**src/pcgc_regs.svh**
```systemverilog
/*
  register offsets, field positions, reset values and timing counts of the
  pll clock generator control block.
  assumes: included by bare name from the design modules and the testbench.
*/
`ifndef PCGC_REGS_SVH
`define PCGC_REGS_SVH

// byte offsets on the apb bus
`define PCGC_OFS_PLL_CONTROL   8'h00
`define PCGC_OFS_BANDWIDTH     8'h04
`define PCGC_OFS_SETUP         8'h08
`define PCGC_OFS_BREAK_CTRL    8'h0C

// control register fields
`define PCGC_CTL_IRQ_EN        7
`define PCGC_CTL_FLAG          6
`define PCGC_CTL_PWR_ON        5
`define PCGC_CTL_BCS           4
`define PCGC_CTL_UNUSED        4'hF

// bandwidth register fields
`define PCGC_BW_AUTO           7
`define PCGC_BW_LOCK           6
`define PCGC_BW_TRACK          5

// break control field
`define PCGC_BRK_CLR_EN        7

// reset values of the setup fields
`define PCGC_MUL_RESET         4'h6
`define PCGC_VRS_RESET         4'h6

// source clock cycles spent on each side of a switchover
`define PCGC_SWITCH_TICKS      2'h3

`endif

```
**src/pcgc_pkg.sv**
```systemverilog
/*
  types shared by the pll clock generator control modules.
  assumes: nothing beyond a systemverilog compiler.
*/
`default_nettype none

package pcgc_pkg;

  // switchover sequencer states
  typedef enum logic [1:0] {
    SW_RUN = 2'b00,   // output follows the active source
    SW_OLD = 2'b01,   // draining ticks of the old source
    SW_NEW = 2'b10    // waiting ticks of the new source
  } pcgc_sw_state_t;

endpackage : pcgc_pkg

`default_nettype wire

```
**src/pcgc_clk_switch.sv**
```systemverilog
/*
  base clock selector: halves the chosen source tick stream and switches
  glitch free between crystal and vco sources.
  assumes: ticks are one-cycle pulses on pclk, already synchronised.
*/
`timescale 1ns/100ps
`default_nettype none
`include "pcgc_regs.svh"

module pcgc_clk_switch (
  input  wire logic pclk,            // system clock
  input  wire logic presetn,         // async reset, active low
  input  wire logic xtal_tick,       // crystal clock edge pulse
  input  wire logic vco_tick,        // vco clock edge pulse
  input  wire logic select_vco,      // requested source
  input  wire logic halt,            // stop mode holds output low
  output logic      base_clock_out,  // halved selected source
  output logic      switching        // output held static
);

  pcgc_pkg::pcgc_sw_state_t state_reg, state_next;
  logic       active_reg, active_next;   // source now driving the output
  logic [1:0] cnt_reg, cnt_next;         // ticks seen in this phase
  logic       out_reg, out_next;
  logic       old_tick, new_tick;

  // tick of the source in use and of the one being switched to
  assign old_tick = active_reg ? vco_tick : xtal_tick;
  assign new_tick = active_reg ? xtal_tick : vco_tick;

  // next state: output freezes while both sources settle
  always_comb begin
    state_next  = state_reg;
    active_next = active_reg;
    cnt_next    = cnt_reg;
    out_next    = out_reg;
    if (halt) begin
      // stop: output low, jump straight to the selected source
      state_next  = pcgc_pkg::SW_RUN;
      active_next = select_vco;
      cnt_next    = 2'h0;
      out_next    = 1'b0;
    end else begin
      case (state_reg)
        pcgc_pkg::SW_RUN: begin
          if (select_vco != active_reg) begin
            state_next = pcgc_pkg::SW_OLD;
            cnt_next   = 2'h0;
          end else if (old_tick) begin
            out_next = ~out_reg;
          end
        end
        pcgc_pkg::SW_OLD: begin
          if (old_tick) begin
            cnt_next = cnt_reg + 2'h1;
            if (cnt_reg == `PCGC_SWITCH_TICKS - 2'h1) begin  // [RULE_25]
              state_next = pcgc_pkg::SW_NEW;
              cnt_next   = 2'h0;
            end
          end
        end
        pcgc_pkg::SW_NEW: begin
          if (new_tick) begin
            cnt_next = cnt_reg + 2'h1;
            if (cnt_reg == `PCGC_SWITCH_TICKS - 2'h1) begin  // [RULE_25]
              state_next  = pcgc_pkg::SW_RUN;
              active_next = ~active_reg;
              cnt_next    = 2'h0;
            end
          end
        end
        default: begin
          state_next = pcgc_pkg::SW_RUN;
        end
      endcase
    end
  end

  // state registers
  always_ff @(posedge pclk or negedge presetn) begin
    if (!presetn) begin
      state_reg  <= pcgc_pkg::SW_RUN;
      active_reg <= 1'b0;
      cnt_reg    <= 2'h0;
      out_reg    <= 1'b0;
    end else begin
      state_reg  <= state_next;
      active_reg <= active_next;
      cnt_reg    <= cnt_next;
      out_reg    <= out_next;
    end
  end

  assign base_clock_out = out_reg;
  assign switching      = (state_reg != pcgc_pkg::SW_RUN);

  // output does not move during a switchover unless stop halts it
  a_switch_static: assert property (  // [RULE_25]
    @(posedge pclk) disable iff (!presetn)
    switching && !halt |=> $stable(base_clock_out))
    else $error("base clock moved during switchover");

  c_switch_done: cover property (
    @(posedge pclk) disable iff (!presetn)
    $fell(switching) && active_reg);

endmodule : pcgc_clk_switch

`default_nettype wire

```
**src/pcgc_top.sv**
```systemverilog
/*
  pll clock generator control: apb registers, write protection, lock change
  flag and interrupt, stop and break handling, base clock selection.
  assumes: analog pll status and source clocks arrive as asynchronous pins;
  stop_mode and break_state come from pclk logic.
  // Contract
  // RULE_01 - multiplier zero acts as one
  // RULE_02 - multiplier one to fifteen used directly
  // RULE_03 - multiplier resets to six
  // RULE_04 - multiplier writes ignored while pll on
  // RULE_05 - range writes ignored while pll on
  // RULE_06 - range zero disables pll, clears select
  // RULE_07 - range zero refuses setting source select
  // RULE_08 - range resets to six
  // RULE_09 - auto mode flags every lock change
  // RULE_10 - manual mode: no irq, flag reads zero
  // RULE_11 - software reads lock after interrupt
  // RULE_12 - select settable even while unlocked
  // RULE_13 - software confirms lock before selecting
  // RULE_14 - generator keeps running in wait mode
  // RULE_15 - software may power pll off before wait
  // RULE_16 - stop drives crystal, base, irq low
  // RULE_17 - stop clears source select, stays clear
  // RULE_18 - break clears stick when clear enabled
  // RULE_19 - break protects flag when clear disabled
  // RULE_20 - tracking bit marks acquisition end
  // RULE_21 - lock bit marks lock time end
  // RULE_22 - control read or reset clears flag
  // RULE_23 - power on not clearable while selected
  // RULE_24 - select not settable while power off
  // RULE_25 - switchover waits three ticks each side
*/
// The APB interface to the registers and the placing of the registers were chosen for this implementation.
`timescale 1ns/100ps
`default_nettype none
`include "pcgc_regs.svh"

module pcgc_top (
  input  wire logic        pclk,               // 40 MHz bus clock
  input  wire logic        presetn,            // async reset, active low
  input  wire logic        psel,
  input  wire logic        penable,
  input  wire logic        pwrite,
  input  wire logic [7:0]  paddr,
  input  wire logic [31:0] pwdata,
  output logic [31:0]      prdata,
  output logic             pready,
  output logic             pslverr,
  input  wire logic        crystal_clock,      // crystal pin, async
  input  wire logic        vco_clock,          // vco pin, async
  input  wire logic        pll_lock_raw,       // analog lock detector
  input  wire logic        pll_track_raw,      // analog tracking status
  input  wire logic        stop_mode,          // stop instruction active
  input  wire logic        break_state,        // debugger break active
  output logic             crystal_clock_out,  // gated crystal clock
  output logic             base_clock_out,     // halved selected source
  output logic             pll_irq_line,       // lock change interrupt
  output logic             pll_enable,         // analog pll run
  output logic             manual_track,       // manual tracking request
  output logic             auto_bandwidth,     // automatic mode select
  output logic [3:0]       feedback_divisor,   // vco multiplier n
  output logic [3:0]       vco_range_select,   // range multiplier l
  output logic             clock_switching     // base clock frozen
);

  // multiplier field to divider modulus, zero acting as one
  function automatic logic [3:0] mul_to_n(input logic [3:0] m);
    mul_to_n = (m == 4'h0) ? 4'h1 : m;  // [RULE_01] [RULE_02]
  endfunction : mul_to_n

  // register state
  logic       irq_en_reg, irq_en_next;
  logic       flag_reg, flag_next;
  logic       pwr_on_reg, pwr_on_next;
  logic       bcs_reg, bcs_next;
  logic       auto_reg, auto_next;
  logic       acq_man_reg, acq_man_next;   // manual tracking value kept
  logic [3:0] mul_reg, mul_next;
  logic [3:0] vrs_reg, vrs_next;
  logic       break_flag_clear_enable_reg, break_flag_clear_enable_next;
  logic [31:0] rdata_reg, rdata_next;
  logic       cap_flag_reg, cap_flag_next; // flag value handed to reader

  // pin synchronisers: stage one is read only by stage two
  logic [3:0] sync1_reg, sync2_reg, prev_reg;
  logic       lock_s, track_s, xtal_s, vco_s;
  logic       lock_change, xtal_tick, vco_tick;

  // bus decode
  logic setup, wr_acc, rd_acc, hit;
  logic wr_ctl, wr_bw, wr_setup, wr_brk, rd_ctl;
  logic flag_clear_ok, flag_vis;

  // two-flop sync of asynchronous pins, third stage for edges
  always_ff @(posedge pclk or negedge presetn) begin
    if (!presetn) begin
      sync1_reg <= 4'h0;
      sync2_reg <= 4'h0;
      prev_reg  <= 4'h0;
    end else begin
      sync1_reg <= {vco_clock, crystal_clock, pll_track_raw, pll_lock_raw};
      sync2_reg <= sync1_reg;
      prev_reg  <= sync2_reg;
    end
  end

  assign lock_s      = sync2_reg[0];
  assign track_s     = sync2_reg[1];
  assign xtal_s      = sync2_reg[2];
  assign vco_s       = sync2_reg[3];
  // lock toggles in either direction count as a change
  assign lock_change = auto_reg && (sync2_reg[0] != prev_reg[0]);  // [RULE_09]
  assign xtal_tick   = xtal_s && !prev_reg[2];
  // no vco edges while the pll is disabled
  assign vco_tick    = vco_s && !prev_reg[3] && pll_enable;

  // apb decode; the slave always answers without wait states
  assign setup    = psel && !penable;
  assign wr_acc   = psel && penable && pwrite;
  assign rd_acc   = psel && penable && !pwrite;
  assign hit      = (paddr == `PCGC_OFS_PLL_CONTROL) || (paddr == `PCGC_OFS_BANDWIDTH) ||
                    (paddr == `PCGC_OFS_SETUP) || (paddr == `PCGC_OFS_BREAK_CTRL);
  assign wr_ctl   = wr_acc && (paddr == `PCGC_OFS_PLL_CONTROL);
  assign wr_bw    = wr_acc && (paddr == `PCGC_OFS_BANDWIDTH);
  assign wr_setup = wr_acc && (paddr == `PCGC_OFS_SETUP);
  assign wr_brk   = wr_acc && (paddr == `PCGC_OFS_BREAK_CTRL);
  assign rd_ctl   = rd_acc && (paddr == `PCGC_OFS_PLL_CONTROL);
  assign pready   = 1'b1;
  assign pslverr  = psel && penable && !hit;

  // reads may clear the flag unless a break protects it
  assign flag_clear_ok = !(break_state && !break_flag_clear_enable_reg);  // [RULE_18] [RULE_19]
  // manual mode hides the flag from software
  assign flag_vis      = flag_reg && auto_reg;  // [RULE_10]

  // next values of the control and setup state
  always_comb begin
    irq_en_next   = irq_en_reg;
    flag_next     = flag_reg;
    pwr_on_next   = pwr_on_reg;
    bcs_next      = bcs_reg;
    auto_next     = auto_reg;
    acq_man_next  = acq_man_reg;
    mul_next      = mul_reg;
    vrs_next      = vrs_reg;
    break_flag_clear_enable_next     = break_flag_clear_enable_reg;
    rdata_next    = rdata_reg;
    cap_flag_next = cap_flag_reg;
    if (wr_ctl) begin
      // enable writable only in automatic mode
      if (auto_reg) begin
        irq_en_next = pwdata[`PCGC_CTL_IRQ_EN];
      end
      // power cannot be turned off while the vco is already selected
      if (pwdata[`PCGC_CTL_PWR_ON] || !bcs_reg) begin  // [RULE_23]
        pwr_on_next = pwdata[`PCGC_CTL_PWR_ON];
      end
      // select needs power already on and a nonzero range; lock is not
      // checked, so an unlocked vco may be chosen
      if (!pwdata[`PCGC_CTL_BCS] || (pwr_on_reg && vrs_reg != 4'h0)) begin  // [RULE_24] [RULE_07] [RULE_12]
        bcs_next = pwdata[`PCGC_CTL_BCS];
      end
    end
    if (wr_bw) begin
      auto_next = pwdata[`PCGC_BW_AUTO];
      // tracking bit is only writable in manual mode
      if (!auto_reg) begin
        acq_man_next = pwdata[`PCGC_BW_TRACK];
      end
    end
    // setup fields locked while the pll power on bit is set
    if (wr_setup && !pwr_on_reg) begin  // [RULE_04] [RULE_05]
      mul_next = pwdata[7:4];
      vrs_next = pwdata[3:0];
    end
    if (wr_brk) begin
      break_flag_clear_enable_next = pwdata[`PCGC_BRK_CLR_EN];
    end
    // zero range or stop drops the vco selection
    if (vrs_reg == 4'h0 || stop_mode) begin  // [RULE_06] [RULE_17]
      bcs_next = 1'b0;
    end
    if (!auto_next) begin
      irq_en_next = 1'b0;
    end
    // clear only what the reader saw; a new change always wins
    if (rd_ctl && flag_clear_ok && cap_flag_reg) begin  // [RULE_22]
      flag_next = 1'b0;
    end
    if (lock_change) begin  // [RULE_09]
      flag_next = 1'b1;
    end
    // read data is captured in the setup cycle
    if (setup) begin
      cap_flag_next = flag_vis;
      case (paddr)
        `PCGC_OFS_PLL_CONTROL: rdata_next = {24'h0, irq_en_reg, flag_vis, pwr_on_reg,
                                             bcs_reg, `PCGC_CTL_UNUSED};
        // lock and tracking report the analog status in auto mode
        `PCGC_OFS_BANDWIDTH:   rdata_next = {24'h0, auto_reg, lock_s && auto_reg,
                                             auto_reg ? track_s : acq_man_reg,
                                             5'h00};  // [RULE_20] [RULE_21]
        `PCGC_OFS_SETUP:       rdata_next = {24'h0, mul_reg, vrs_reg};
        `PCGC_OFS_BREAK_CTRL:  rdata_next = {24'h0, break_flag_clear_enable_reg, 7'h00};
        default:               rdata_next = 32'h0000_0000;
      endcase
    end
  end

  // control and setup registers
  always_ff @(posedge pclk or negedge presetn) begin
    if (!presetn) begin
      irq_en_reg   <= 1'b0;
      flag_reg     <= 1'b0;                // [RULE_22]
      pwr_on_reg   <= 1'b1;                // loop settles during power up
      bcs_reg      <= 1'b0;
      auto_reg     <= 1'b0;
      acq_man_reg  <= 1'b0;
      mul_reg      <= `PCGC_MUL_RESET;     // [RULE_03]
      vrs_reg      <= `PCGC_VRS_RESET;     // [RULE_08]
      break_flag_clear_enable_reg     <= 1'b0;
      rdata_reg    <= 32'h0000_0000;
      cap_flag_reg <= 1'b0;
    end else begin
      irq_en_reg   <= irq_en_next;
      flag_reg     <= flag_next;
      pwr_on_reg   <= pwr_on_next;
      bcs_reg      <= bcs_next;
      auto_reg     <= auto_next;
      acq_man_reg  <= acq_man_next;
      mul_reg      <= mul_next;
      vrs_reg      <= vrs_next;
      break_flag_clear_enable_reg     <= break_flag_clear_enable_next;
      rdata_reg    <= rdata_next;
      cap_flag_reg <= cap_flag_next;
    end
  end

  // gated crystal clock copy, low during stop
  logic xclk_reg;
  always_ff @(posedge pclk or negedge presetn) begin
    if (!presetn) begin
      xclk_reg <= 1'b0;
    end else begin
      xclk_reg <= xtal_s && !stop_mode;  // [RULE_16]
    end
  end

  // base clock selector; wait mode has no effect on it
  pcgc_clk_switch u_switch (  // [RULE_14]
    .pclk           (pclk),
    .presetn        (presetn),
    .xtal_tick      (xtal_tick),
    // a powered-off vco gives no edges, so its drain must not wait for them
    .vco_tick       (vco_tick || !pll_enable),
    .select_vco     (bcs_reg),
    .halt           (stop_mode),  // [RULE_16]
    .base_clock_out (base_clock_out),
    .switching      (clock_switching)
  );

  // outputs; interrupt gated off in manual mode and stop
  assign prdata            = rdata_reg;
  assign crystal_clock_out = xclk_reg;
  assign pll_irq_line      = flag_vis && irq_en_reg && !stop_mode;  // [RULE_10] [RULE_16]
  assign pll_enable        = pwr_on_reg && (vrs_reg != 4'h0)  // [RULE_06]
                             && !stop_mode;                   // [RULE_16]
  assign manual_track      = acq_man_reg;
  assign auto_bandwidth    = auto_reg;
  assign feedback_divisor  = mul_to_n(mul_reg);
  assign vco_range_select  = vrs_reg;

  a_mul_zero_one: assert property (  // [RULE_01]
    @(posedge pclk) disable iff (!presetn)
    mul_reg == 4'h0 |-> feedback_divisor == 4'h1)
    else $error("zero multiplier not treated as one");

  a_setup_locked: assert property (  // [RULE_04]
    @(posedge pclk) disable iff (!presetn)
    wr_setup && pwr_on_reg |=> $stable(mul_reg) && $stable(vrs_reg))
    else $error("setup field written while pll on");

  a_range_zero_bcs: assert property (  // [RULE_07]
    @(posedge pclk) disable iff (!presetn)
    vrs_reg == 4'h0 |=> !bcs_reg)
    else $error("vco selected with zero range");

  a_flag_on_change: assert property (  // [RULE_09]
    @(posedge pclk) disable iff (!presetn)
    lock_change |=> flag_reg)
    else $error("lock change did not set flag");

  a_manual_quiet: assert property (  // [RULE_10]
    @(posedge pclk) disable iff (!presetn)
    !auto_reg |-> !pll_irq_line && !flag_vis)
    else $error("flag or irq visible in manual mode");

  a_read_clears: assert property (  // [RULE_22]
    @(posedge pclk) disable iff (!presetn)
    rd_ctl && cap_flag_reg && flag_clear_ok && !lock_change |=> !flag_reg)
    else $error("control read did not clear flag");

  a_break_protect: assert property (  // [RULE_19]
    @(posedge pclk) disable iff (!presetn)
    rd_ctl && break_state && !break_flag_clear_enable_reg && flag_reg |=> flag_reg)
    else $error("flag cleared during protected break");

  a_power_held: assert property (  // [RULE_23]
    @(posedge pclk) disable iff (!presetn)
    bcs_reg |=> pwr_on_reg)
    else $error("power dropped while vco selected");

  a_stop_low: assert property (  // [RULE_16]
    @(posedge pclk) disable iff (!presetn)
    stop_mode ##1 stop_mode |-> !pll_irq_line && !crystal_clock_out && !base_clock_out)
    else $error("outputs not low in stop");

  a_stop_bcs: assert property (  // [RULE_17]
    @(posedge pclk) disable iff (!presetn)
    stop_mode |=> !bcs_reg)
    else $error("stop left vco selected");

  c_flag_set:   cover property (@(posedge pclk) disable iff (!presetn) $rose(flag_reg));
  c_bcs_set:    cover property (@(posedge pclk) disable iff (!presetn) $rose(bcs_reg));
  c_irq:        cover property (@(posedge pclk) disable iff (!presetn) pll_irq_line);
  c_stop_clear: cover property (@(posedge pclk) disable iff (!presetn) stop_mode && bcs_reg);

endmodule : pcgc_top

`default_nettype wire

```
**config.mk**
```make
export PLATFORM = sky130hd
export DESIGN_NAME = pcgc_top
export DESIGN_NICKNAME = d
export VERILOG_FILES = /design/src/pcgc_pkg.sv /design/src/pcgc_clk_switch.sv /design/src/pcgc_top.sv
export VERILOG_INCLUDE_DIRS = /design/src
export SDC_FILE = /design/constraint.sdc
export NUM_CORES = 1
export LEC_CHECK = 0
export BUFFER_PORTS_ARGS = -buffer_cell sky130_fd_sc_hd__buf_2
export CAP_MARGIN = 20
export CORE_AREA = 2 2 86 68
export DETAILED_ROUTE_END_ITERATION = 7
export DIE_AREA = 0 0 88 70
export PLACE_DENSITY = 0.83
export SYNTH_ARGS = -nofsm -noshare
export SYNTH_HDL_FRONTEND = slang
export SYNTH_SLANG_ARGS = --single-unit
```
**constraint.sdc**
```tcl
create_clock -name pclk -period 1.8 [get_ports pclk]
set_input_delay 0.18 -clock pclk [delete_from_list [all_inputs] [get_ports pclk]]
set_output_delay 0.18 -clock pclk [all_outputs]
set_load 0.05 [all_outputs]
```
# Yosys cells after proc, flatten, opt, wreduce, memory -nomap -nowiden

Cells that the tools add are included.

Add/subtract/negate cells: 1
Multiply operators: 0
Div/mod/pow operators: 0
Magnitude comparators: 0
Eq/ne operators: 16
Shift operators: 0
Multiplexer cells: 35
Bitwise logic cells: 3
Reductions and logical operators: 67

Operators by type and width:

| cell                  | number |
|---|---|
| $pmux W8 S4           | 1 |
| $logic_and A1 B1 Y1   | 25 |
| $mux W2               | 11 |
| $mux W1               | 20 |
| $reduce_bool A2 Y1    | 9 |
| $eq A8 B4 Y1 const B  | 2 |
| $ne A3 B2 Y1 const B  | 5 |
| $logic_not A1 Y1      | 12 |
| $pmux W2 S3           | 2 |
| $eq A8 B3 Y1 const B  | 1 |
| $logic_not A4 Y1      | 2 |
| $logic_not A8 Y1      | 1 |
| $reduce_and A2 Y1     | 4 |
| $reduce_bool A4 Y1    | 2 |
| $logic_or A1 B1 Y1    | 7 |
| $reduce_and A3 Y1     | 2 |
| $reduce_and A5 Y1     | 1 |
| $eq A2 B2 Y1 const B  | 2 |
| $mux W4               | 1 |
| $ne A2 B2 Y1 const B  | 2 |
| $reduce_and A4 Y1     | 1 |
| $not A1 Y1            | 3 |
| $add A2 B1 Y2 const B | 1 |
| $eq A2 B1 Y1 const B  | 1 |
| 3 further kinds       | 4 |

Register bits after elaboration: 67
Latch bits: 0
RAM bits: 0
ROM bits: 0
Input bits: 51
Output and inout port bits: 49
Logic and storage cells: 141
Memories kept: 0

# Longest topological paths before layout

Gate-level depths: netlist (run 1).

Depth in word-level cells: 10
Gate-level depth with buffers: 7
Depth with buffers taken out: 7

# Hierarchy

A second synthesis (run 1) with hierarchy kept.

Cells, all modules: 212
Area, all modules: 2213.4 um^2

Modules (own cells, without submodules):

| module          | instances | cells each | area each (um^2) | sequential area each (um^2) |
|---|---|---|---|---|
| pcgc_top        | 1         | 165        | 1766.7           | 907.1 |
| pcgc_clk_switch | 1         | 47         | 446.7            | 150.1 |

# Worst setup path after synthesis (run 1)

No wires, ideal clock.

Path kind: reg2out
From: reg auto_reg (netlist: auto_bandwidth)
To: out pll_irq_line
Arrival time: 2047 ps
Data required time: 1620 ps
Slack: -427 ps
Stages on the path, launching flop included: 3
Path buffers: 0
Cell sequence: dfrtp_1 -> nand2_1 -> nor3b_1

Cells in the longest elaborated chain, start to end: 3

Ends and longest elaborated chain:

| item                              | RTL line        | RTL |
|---|---|---|
| from (decl)                       | pcgc_top.sv:76  | `logic auto_reg, auto_next;` |
| from (signal assigned)            | pcgc_top.sv:229 | `auto_reg <= auto_next;` |
| $logic_and A1 B1 Y1               | pcgc_top.sv:134 | `assign flag_vis = flag_reg && auto_reg;` |
| $logic_and A1 B1 Y1 (2 in series) | pcgc_top.sv:265 | `assign pll_irq_line = flag_vis && irq_en_reg && !stop_mode;` |
| to (decl)                         | pcgc_top.sv:57  | `output logic pll_irq_line,` |

Every way passes these cells.

# Final worst setup path (run 1)

From: reg vrs_reg[1] (netlist: vco_range_select[1])
To: reg u_switch.cnt_reg[1]

Cells in the longest elaborated chain, start to end: 8
Elaborated cells on any way between the ends: 11
Those cells by class: eq/ne: 2; mux: 2; reduce/logical: 7

Ends and longest elaborated chain:

| item                                                           | RTL line                                     | RTL |
|---|---|---|
| from (decl)                                                    | pcgc_top.sv:79                               | `logic [3:0] vrs_reg, vrs_next;` |
| from (signal assigned)                                         | pcgc_top.sv:220                              | `` vrs_reg <= `PCGC_VRS_RESET; `` |
| from (signal assigned)                                         | pcgc_top.sv:232                              | `vrs_reg <= vrs_next;` |
| $reduce_bool A4 Y1 *                                           | pcgc_top.sv:266                              | `assign pll_enable = pwr_on_reg && (vrs_reg != 4'h0)` |
| $logic_and A1 B1 Y1 *                                          | pcgc_top.sv:266                              |  |
| $logic_and A1 B1 Y1 *                                          | pcgc_top.sv:267                              | `&& !stop_mode;` |
| $logic_and A1 B1 Y1 / $logic_not A1 Y1 (equally long branches) | pcgc_top.sv:115, pcgc_top.sv:255             |  |
| $logic_or A1 B1 Y1 *                                           | pcgc_top.sv:255                              | `.vco_tick (vco_tick \|\| !pll_enable),` |
| $mux W1, on equally long branches                              | pcgc_clk_switch.sv:29, pcgc_clk_switch.sv:28 |  |
| $ne A3 B2 Y1 (no line)                                         | -                                            |  |
| $reduce_and A4 Y1 (no line) *                                  | -                                            |  |
| to (signal assigned)                                           | pcgc_clk_switch.sv:89                        | `cnt_reg <= cnt_next;` |
| to (decl)                                                      | pcgc_clk_switch.sv:23                        | `logic [1:0] cnt_reg, cnt_next;` |

Every way passes the cells marked *; elsewhere a longest branch is shown, timed or not.
A chain may end at the register's enable or synchronous reset.

==> summary.txt, run 1 <==
Synthesis
  • Synth top area share: a little over two fifths
  • Avg Cell Area, Syn: ~11 um2
  • Ys Warns: 0
  • Async S/R FF share, synth: 100.0%
  • Cell accounting for the most synthesized area: dfrtp_1
  • Most frequent cells after synthesis: dfrtp_1 (37), buf_4 (25), nand2_1 (14)
  • Mapped Area: about 0.0022 mm2
  • Post-synth EDFFs: 0
  • Main synth FF type: dfrtp_1
  • Most common cell in the netlist: dfrtp_1
  • Synth area leaders: dfrtp_1 (43%), buf_4 (8.7%), dfstp_2 (6.1%)
  • Synth cell types: 50
  • Cells after Synth: about 200
  • Synth Register Bits: 42
  • Post-synthesis sequential area ratio: about half

Pwr
  • Static Leak: approximately 1.3 nW
  • Final Total Pwr: around 2.5 mW
  • Maximum vdd ir drop: around 480 uV
  • PD cells: 932.4 mW/mm2

Route
  • DR vias: about 1600
  • Average routed wire per standard cell: 13.28 um
  • Drt first pass iters: 4
  • Vias/cell: between 4 and 5
  • First-iteration detailed-routing DRC count: between 150 and 200
  • DRC viols: 0
  • Antenna Nets Post-Route: 0
  • Wirelength, routed: 4.583 mm

Layout
  • Design Area, Final: about 0.0027 mm2
  • Layout Nets: between 300 and 400
  • N_diodes: 0
  • Final Non-Filler Cells: 345
  • Share of layout cells above drive strength 1: 38.58%
  • Number of flip-flops in the largest register: 8
  • Number of fill cells: 493
  • P&R area growth vs syn: 25.17%
  • Fin util: 49.68%

Setup path
  • Setup CP Type: register to register
  • Critical Path Fanout Max: 3
  • CP max stage delay: around 630 ps
  • Worst Path Required: 1980 ps
  • Critical path launch point type: register
  • CP max stage cell: dfstp_4
  • Critical Path Sink Type: register
  • R2r setup slk: -240 ps
  • CP Cell Sequence: nor4_4 -> or4b_4 -> a211oi_2 -> a211o_2 -> mux2_4
  • Crit path DAT: ~2200 ps

Die
  • Die span in y: 70 um
  • Core box area: between 0.005 and 0.006 mm2
  • Initial core utilization: between 30% and 40%
  • Die ar.: between 0.006 and 0.007 mm2
  • I/O pins: 100
  • # rows: 24
  • Die Wd: 88 um

Clock tree
  • Clk sink count: 42
  • CTS clk-pin slew, worst paths: roughly 80 ps
  • Root buf cell: clkbuf_8
  • Clk_lat worst skew: about 290 ps
  • Clk buf depth: 2
  • Num CTS Buffers: 5
  • CTS tree: done
  • H-tree Lvls: 2

Placement
  • DP HPWL: about 3.5 mm
  • Placed cell count: about 330
  • Routability congestion estimate: ~0.87
  • Port buffer count: 50
  • Placed Area: about 0.0025 mm2

Timing
  • Fmax: roughly 0.49 GHz
  • Setup WS post-layout: -235.4 ps
  • Final Hold Vio Count: 0
  • Worst-Margin Slew: approximately 580 ps
  • Min Tclk post-route: ~2000 ps
  • Final setup fails: 6
  • RSZ-0062 raised after global routing: yes
  • Final Slew Violations: 0
  • Relative max-transition margin: 61.30%
  • Final Cycle Share: 113.1%
  • Final Skew: about 6.4 ps

GRT
  • M2 GR Usage: 22.90%
  • Largest net degree at the start of global routing: 20
  • Total GRT Usage: about 15%
  • Initial antenna violation count: 0
  • Gr ovfl total: 0
  • GR peak layer: met2
  • First-pass GRT wire length: ~7.4 mm
  • Met3 Use GR: 4.137%
  • Vias in the first global route: approximately 1600
  • Global Route met1 Usage: a little under a quarter

Job
  • Max-Cap Viols: 0

Min path
  • HP Class: primary input to register

Outcome
  • Outcome: finished, violations left
  • Failing checks: negative setup slack
[power breakdown]
group,switching (mW),internal [mW],total [mW],leakage (nW)
clock,0.328,0.414,0.742,0.0514
combinational,0.451,0.285,0.736,0.741
sequential,0.0394,1.00,1.04,0.531
total,0.818,1.70,2.52,1.32
[placed cells by master (no fill, tap or decap), drive strengths merged, types with 4 or more instances in the layout]
master       synthesis  final
nor4                 4      4
nand2b               6      6
dfstp                5      5
dlygate4sd3          0      5
nand2               14     14
nor2b                9      9
nor2                10     10
clkbuf               7      8
conb                 2     25
mux2i                4      4
buf                 28     67
mux2                13     13
dfrtp               37     37
nor3                 4      4
o31ai                6      6
inv                  4      4
[critical path, delay by kind of cell (launching register included)]
kind / cells / cell delay (ps)
compound gates: 2 / 400
flops: 1 / 630
simple gates: 2 / 610
mux: 1 / 290
[area by class of cell]
cell class              count  area (um2)  area share (%)
well taps                  78       97.59           3.614
flip-flops and latches     42        1067           39.53
clock buffers               6       72.57           2.688
multi-input cells         139       962.2           35.63
repair buffers             74       447.9           16.59
clock inverters             2       37.54           1.390
inverters                   4       15.01          0.5561
[cells by family (layout without fill, tap and decap cells)]
logic type,count (synthesis),count (layout),synth area share [%]
AND/OR/NAND/NOR,64,64,17.23
flip-flops,42,42,49.01
adder cells (fa/ha/maj),3,3,1.740
multiplexers,18,18,10.03
other,2,25,0.3482
AO/OA/AOI/OAI,26,26,9.165
buffers and inverters,39,86,11.25
XOR/XNOR,3,3,1.218
[metal layers]
layer | routed length, um | part of all wire [%] | vias up
li1 | - | - | 784
met1 | 2139 | 47 | 781
met2 | 2116 | 46 | 63
met3 | 269 | 5.9 | 6
met4 | 57 | 1.2 | 0
met5 | 0 | 0 | -
[stage by stage]
step           worst slack (ps)  setup TNS [ps]  hold slack (ps)
2_1_floorplan            -311.5          -963.7           -115.6
3_3_place_gp             -209.1          -543.1            131.8
3_5_place_dp             -230.4          -663.8            146.1
4_1_cts                  -223.6          -871.8            112.4
5_1_grt                  -268.5           -1282            111.7
6_report                 -235.4          -917.9            113.7
[worst paths after layout]
| path | depth (start not counted) | end | from |
|---|---|---|---|
| setup reg to reg | 5 | u_switch.cnt_reg[1]$_DFFE_PN0P_ | vco_range_select[1]$_DFFE_PN1P_ |
| hold / removal | 3 | pwr_on_reg$_DFFE_PN1P_ | pwdata[5] |
| min in group asynchronous | 2 | sync1_reg[0]$_DFF_PN0_ | presetn |
| setup / recovery | 5 | u_switch.cnt_reg[1]$_DFFE_PN0P_ | vco_range_select[1]$_DFFE_PN1P_ |
| hold reg to reg | 0 | sync2_reg[1]$_DFF_PN0_ | sync1_reg[1]$_DFF_PN0_ |
| max in group asynchronous | 3 | mul_reg[1]$_DFFE_PN1P_ | presetn |
[repair_timing]
item                                   4_1_cts  5_1_grt
endpoints found under the hold margin       20        0
setup buffers                                1        0
setup endpoints to repair                    6        8
gates resized for setup                      0        2
hold buffers                                 5        0
pin swaps                                    0        0
Note: power is estimated with default switching activity, not from simulation.
==> run 2, diff against run 1 <==
--- a/config.mk
+++ b/config.mk
@@ -12,6 +12,7 @@
 export DETAILED_ROUTE_END_ITERATION = 7
 export DIE_AREA = 0 0 88 70
 export PLACE_DENSITY = 0.83
+export RECOVER_POWER = 50
 export SYNTH_ARGS = -nofsm -noshare
 export SYNTH_HDL_FRONTEND = slang
 export SYNTH_SLANG_ARGS = --single-unit
==> summary.txt, run 2 (synthesis results as in run 1) <==
Layout
  • N_diodes: 0
  • P&R area growth vs syn: 24.88%
  • Number of fill cells: approximately 500
  • Sequential cell area: 0.001067 mm2
  • Share of layout cells above drive strength 1: a little under two fifths
  • Layout Nets: 320
  • Multi-input gate area: about 960 um2
  • Most frequent cells in the layout: buf_2 (47), dfrtp_1 (35), conb_1 (25), buf_4 (17), nand2_1 (14)
  • Number of flip-flops in the largest register: 8
  • Final Non-Filler Cells: between 300 and 400
  • Most common cell after layout, fill and taps aside: buf_2

Timing
  • RSZ-0062 raised after global routing: yes
  • Final Hold Vio Count: 0
  • Min Tclk post-route: a little over 2000 ps
  • Relative max-transition margin: 30.24%
  • Final Skew: ~5.6 ps
  • Fin Hold WS: 113.7 ps
  • Worst-Margin Slew: roughly 1000 ps
  • Final setup fails: 6
  • Final Slew Violations: 0
  • Fmax: 0.4917 GHz
  • Final setup TNS: -917.2 ps
  • Setup WS post-layout: -233.8 ps
  • Final Cycle Share: 113.0%

Die
  • Die ar.: just over 0.006 mm2
  • Die Wd: about 88 um
  • I/O pins: 100
  • # rows: 24
  • Initial core utilization: about two fifths
  • Core box area: roughly 0.0054 mm2
  • Die span in y: 70 um

Clock tree
  • Num CTS Buffers: 5
  • Clk sink count: 42
  • Root buf cell: clkbuf_8
  • Clk_lat worst skew: 290 ps
  • CTS tree: done
  • CTS clk-pin slew, worst paths: approximately 80 ps
  • H-tree Lvls: 2
  • Clk buf depth: 2

Route
  • Average routed wire per standard cell: between 10 and 15 um
  • Antenna Nets Post-Route: 0
  • DRC viols: 0
  • Vias/cell: about 4.7
  • DR vias: about 1600
  • Drt first pass iters: 4
  • First-iteration detailed-routing DRC count: between 150 and 200
  • Wirelength, routed: 4.588 mm

Outcome
  • Outcome: finished, violations left
  • Failing checks: negative setup slack

Placement
  • Port buffer count: 50
  • Dpl ws: -230.4 ps
  • Placed cell count: roughly 330
  • DP HPWL: ~3.5 mm
  • Routability congestion estimate: between 0.8 and 0.9

GRT
  • Vias in the first global route: 1594
  • Largest net degree at the start of global routing: 20
  • Gr ovfl total: 0
  • Total GRT Usage: 15.48%
  • First-pass GRT wire length: roughly 7.4 mm
  • Initial antenna violation count: 0

Setup path
  • R2r setup slk: -230 ps
  • CP Cell Sequence: nor4_4 -> or4b_4 -> a211oi_2 -> a211o_2 -> mux2_4
  • Buf/Inv on CP: 0
  • Reg2reg path depth: 5
  • CP max stage cell: dfstp_4
  • Worst Path Required: slightly below 2000 ps
  • CP delay by family, top: flip-flops
  • Critical Path Fanout Max: 3
  • Crit path DAT: 2210 ps
  • Critical Path Sink Type: register
  • Critical path launch point type: register
  • RR Startpoint: vco_range_select[1]$_DFFE_PN1P_
  • Crit path to: u_switch.cnt_reg[1]$_DFFE_PN0P_
  • Critical R2R Capture: u_switch.cnt_reg[1]$_DFFE_PN0P_
  • CP max stage delay: 630 ps
  • Setup crit start: vco_range_select[1]$_DFFE_PN1P_
  • Setup CP Type: register to register
  • Levels on crit path: 5

Job
  • Max-Cap Viols: 0

Pwr
  • Maximum vdd ir drop: 480.7 uV
  • PD cells: slightly above 900 mW/mm2
  • Static Leak: approximately 1.3 nW
  • Final Total Pwr: ~2.5 mW

Min path
  • HP Class: primary input to register
  • Hold_sp: pwdata[5]
run 2: what timing repair did:
action | in CTS | in global routing
hold buffers | 5 | 0
resized for setup | 0 | 2
hold endpoints to repair | 20 | 0
endpoints found under the setup margin | 6 | 8
setup buffers | 1 | 0
cloned | 0 | 0
run 2: metal layers:
| metal | vias to the layer above | wire (um) | track usage [%] | share of wire [%] |
|---|---|---|---|---|
| met3 | 6 | 269 | 4.137 | 5.9 |
| met2 | 58 | 2095 | 22.90 | 46 |
| met4 | 0 | 57 | 3.761 | 1.2 |
| li1 | 784 | - | - | - |
| met1 | 780 | 2165 | 22.61 | 47 |
| met5 | - | 0 | 0 | 0 |
run 2: per-stage QoR:
step | area [um2] | util (%)
after floorplan | 2272 | -
after global placement | 2527 | 46.50
after detailed placement | 2527 | 46.50
after CTS | 2695 | 49.59
after global routing | 2694 | 49.56
final | 2694 | 49.56
run 2: worst min-delay path by stage:
stage / end / slack [ps] / cells past startpoint
floorplan: auto_bandwidth$_DFF_PN0_ / -120 / 0
global placement: sync1_reg[0]$_DFF_PN0_ / 130 / 1
global route: pwr_on_reg$_DFFE_PN1P_ / 110 / 3
detailed placement: sync1_reg[0]$_DFF_PN0_ / 150 / 1
finish: pwr_on_reg$_DFFE_PN1P_ / 110 / 3
CTS: pwr_on_reg$_DFFE_PN1P_ / 110 / 3
run 2: power breakdown:
part / total, mW / internal (mW) / switching, mW
Clock: 0.740 / 0.414 / 0.327
Combinational: 0.735 / 0.284 / 0.451
Sequential: 1.04 / 1.00 / 0.0394
Total: 2.51 / 1.70 / 0.817
run 2: layout make-up:
class / instances / area share [%]
Sequential cell: 42 / 39.62
Multi-Input combinational cell: 139 / 35.72
Timing Repair Buffer: 74 / 16.40
Tap cell: 78 / 3.623
Clock buffer: 6 / 2.694
Clock inverter: 2 / 1.393
Inverter: 4 / 0.5574
run 2: worst register-to-register path: cells and delay by family, from the launching register on:
| family | cells | cell delay [ps] |
|---|---|---|
| simple gates | 2 | 610 |
| flops | 1 | 630 |
| mux | 1 | 290 |
| compound gates | 2 | 400 |
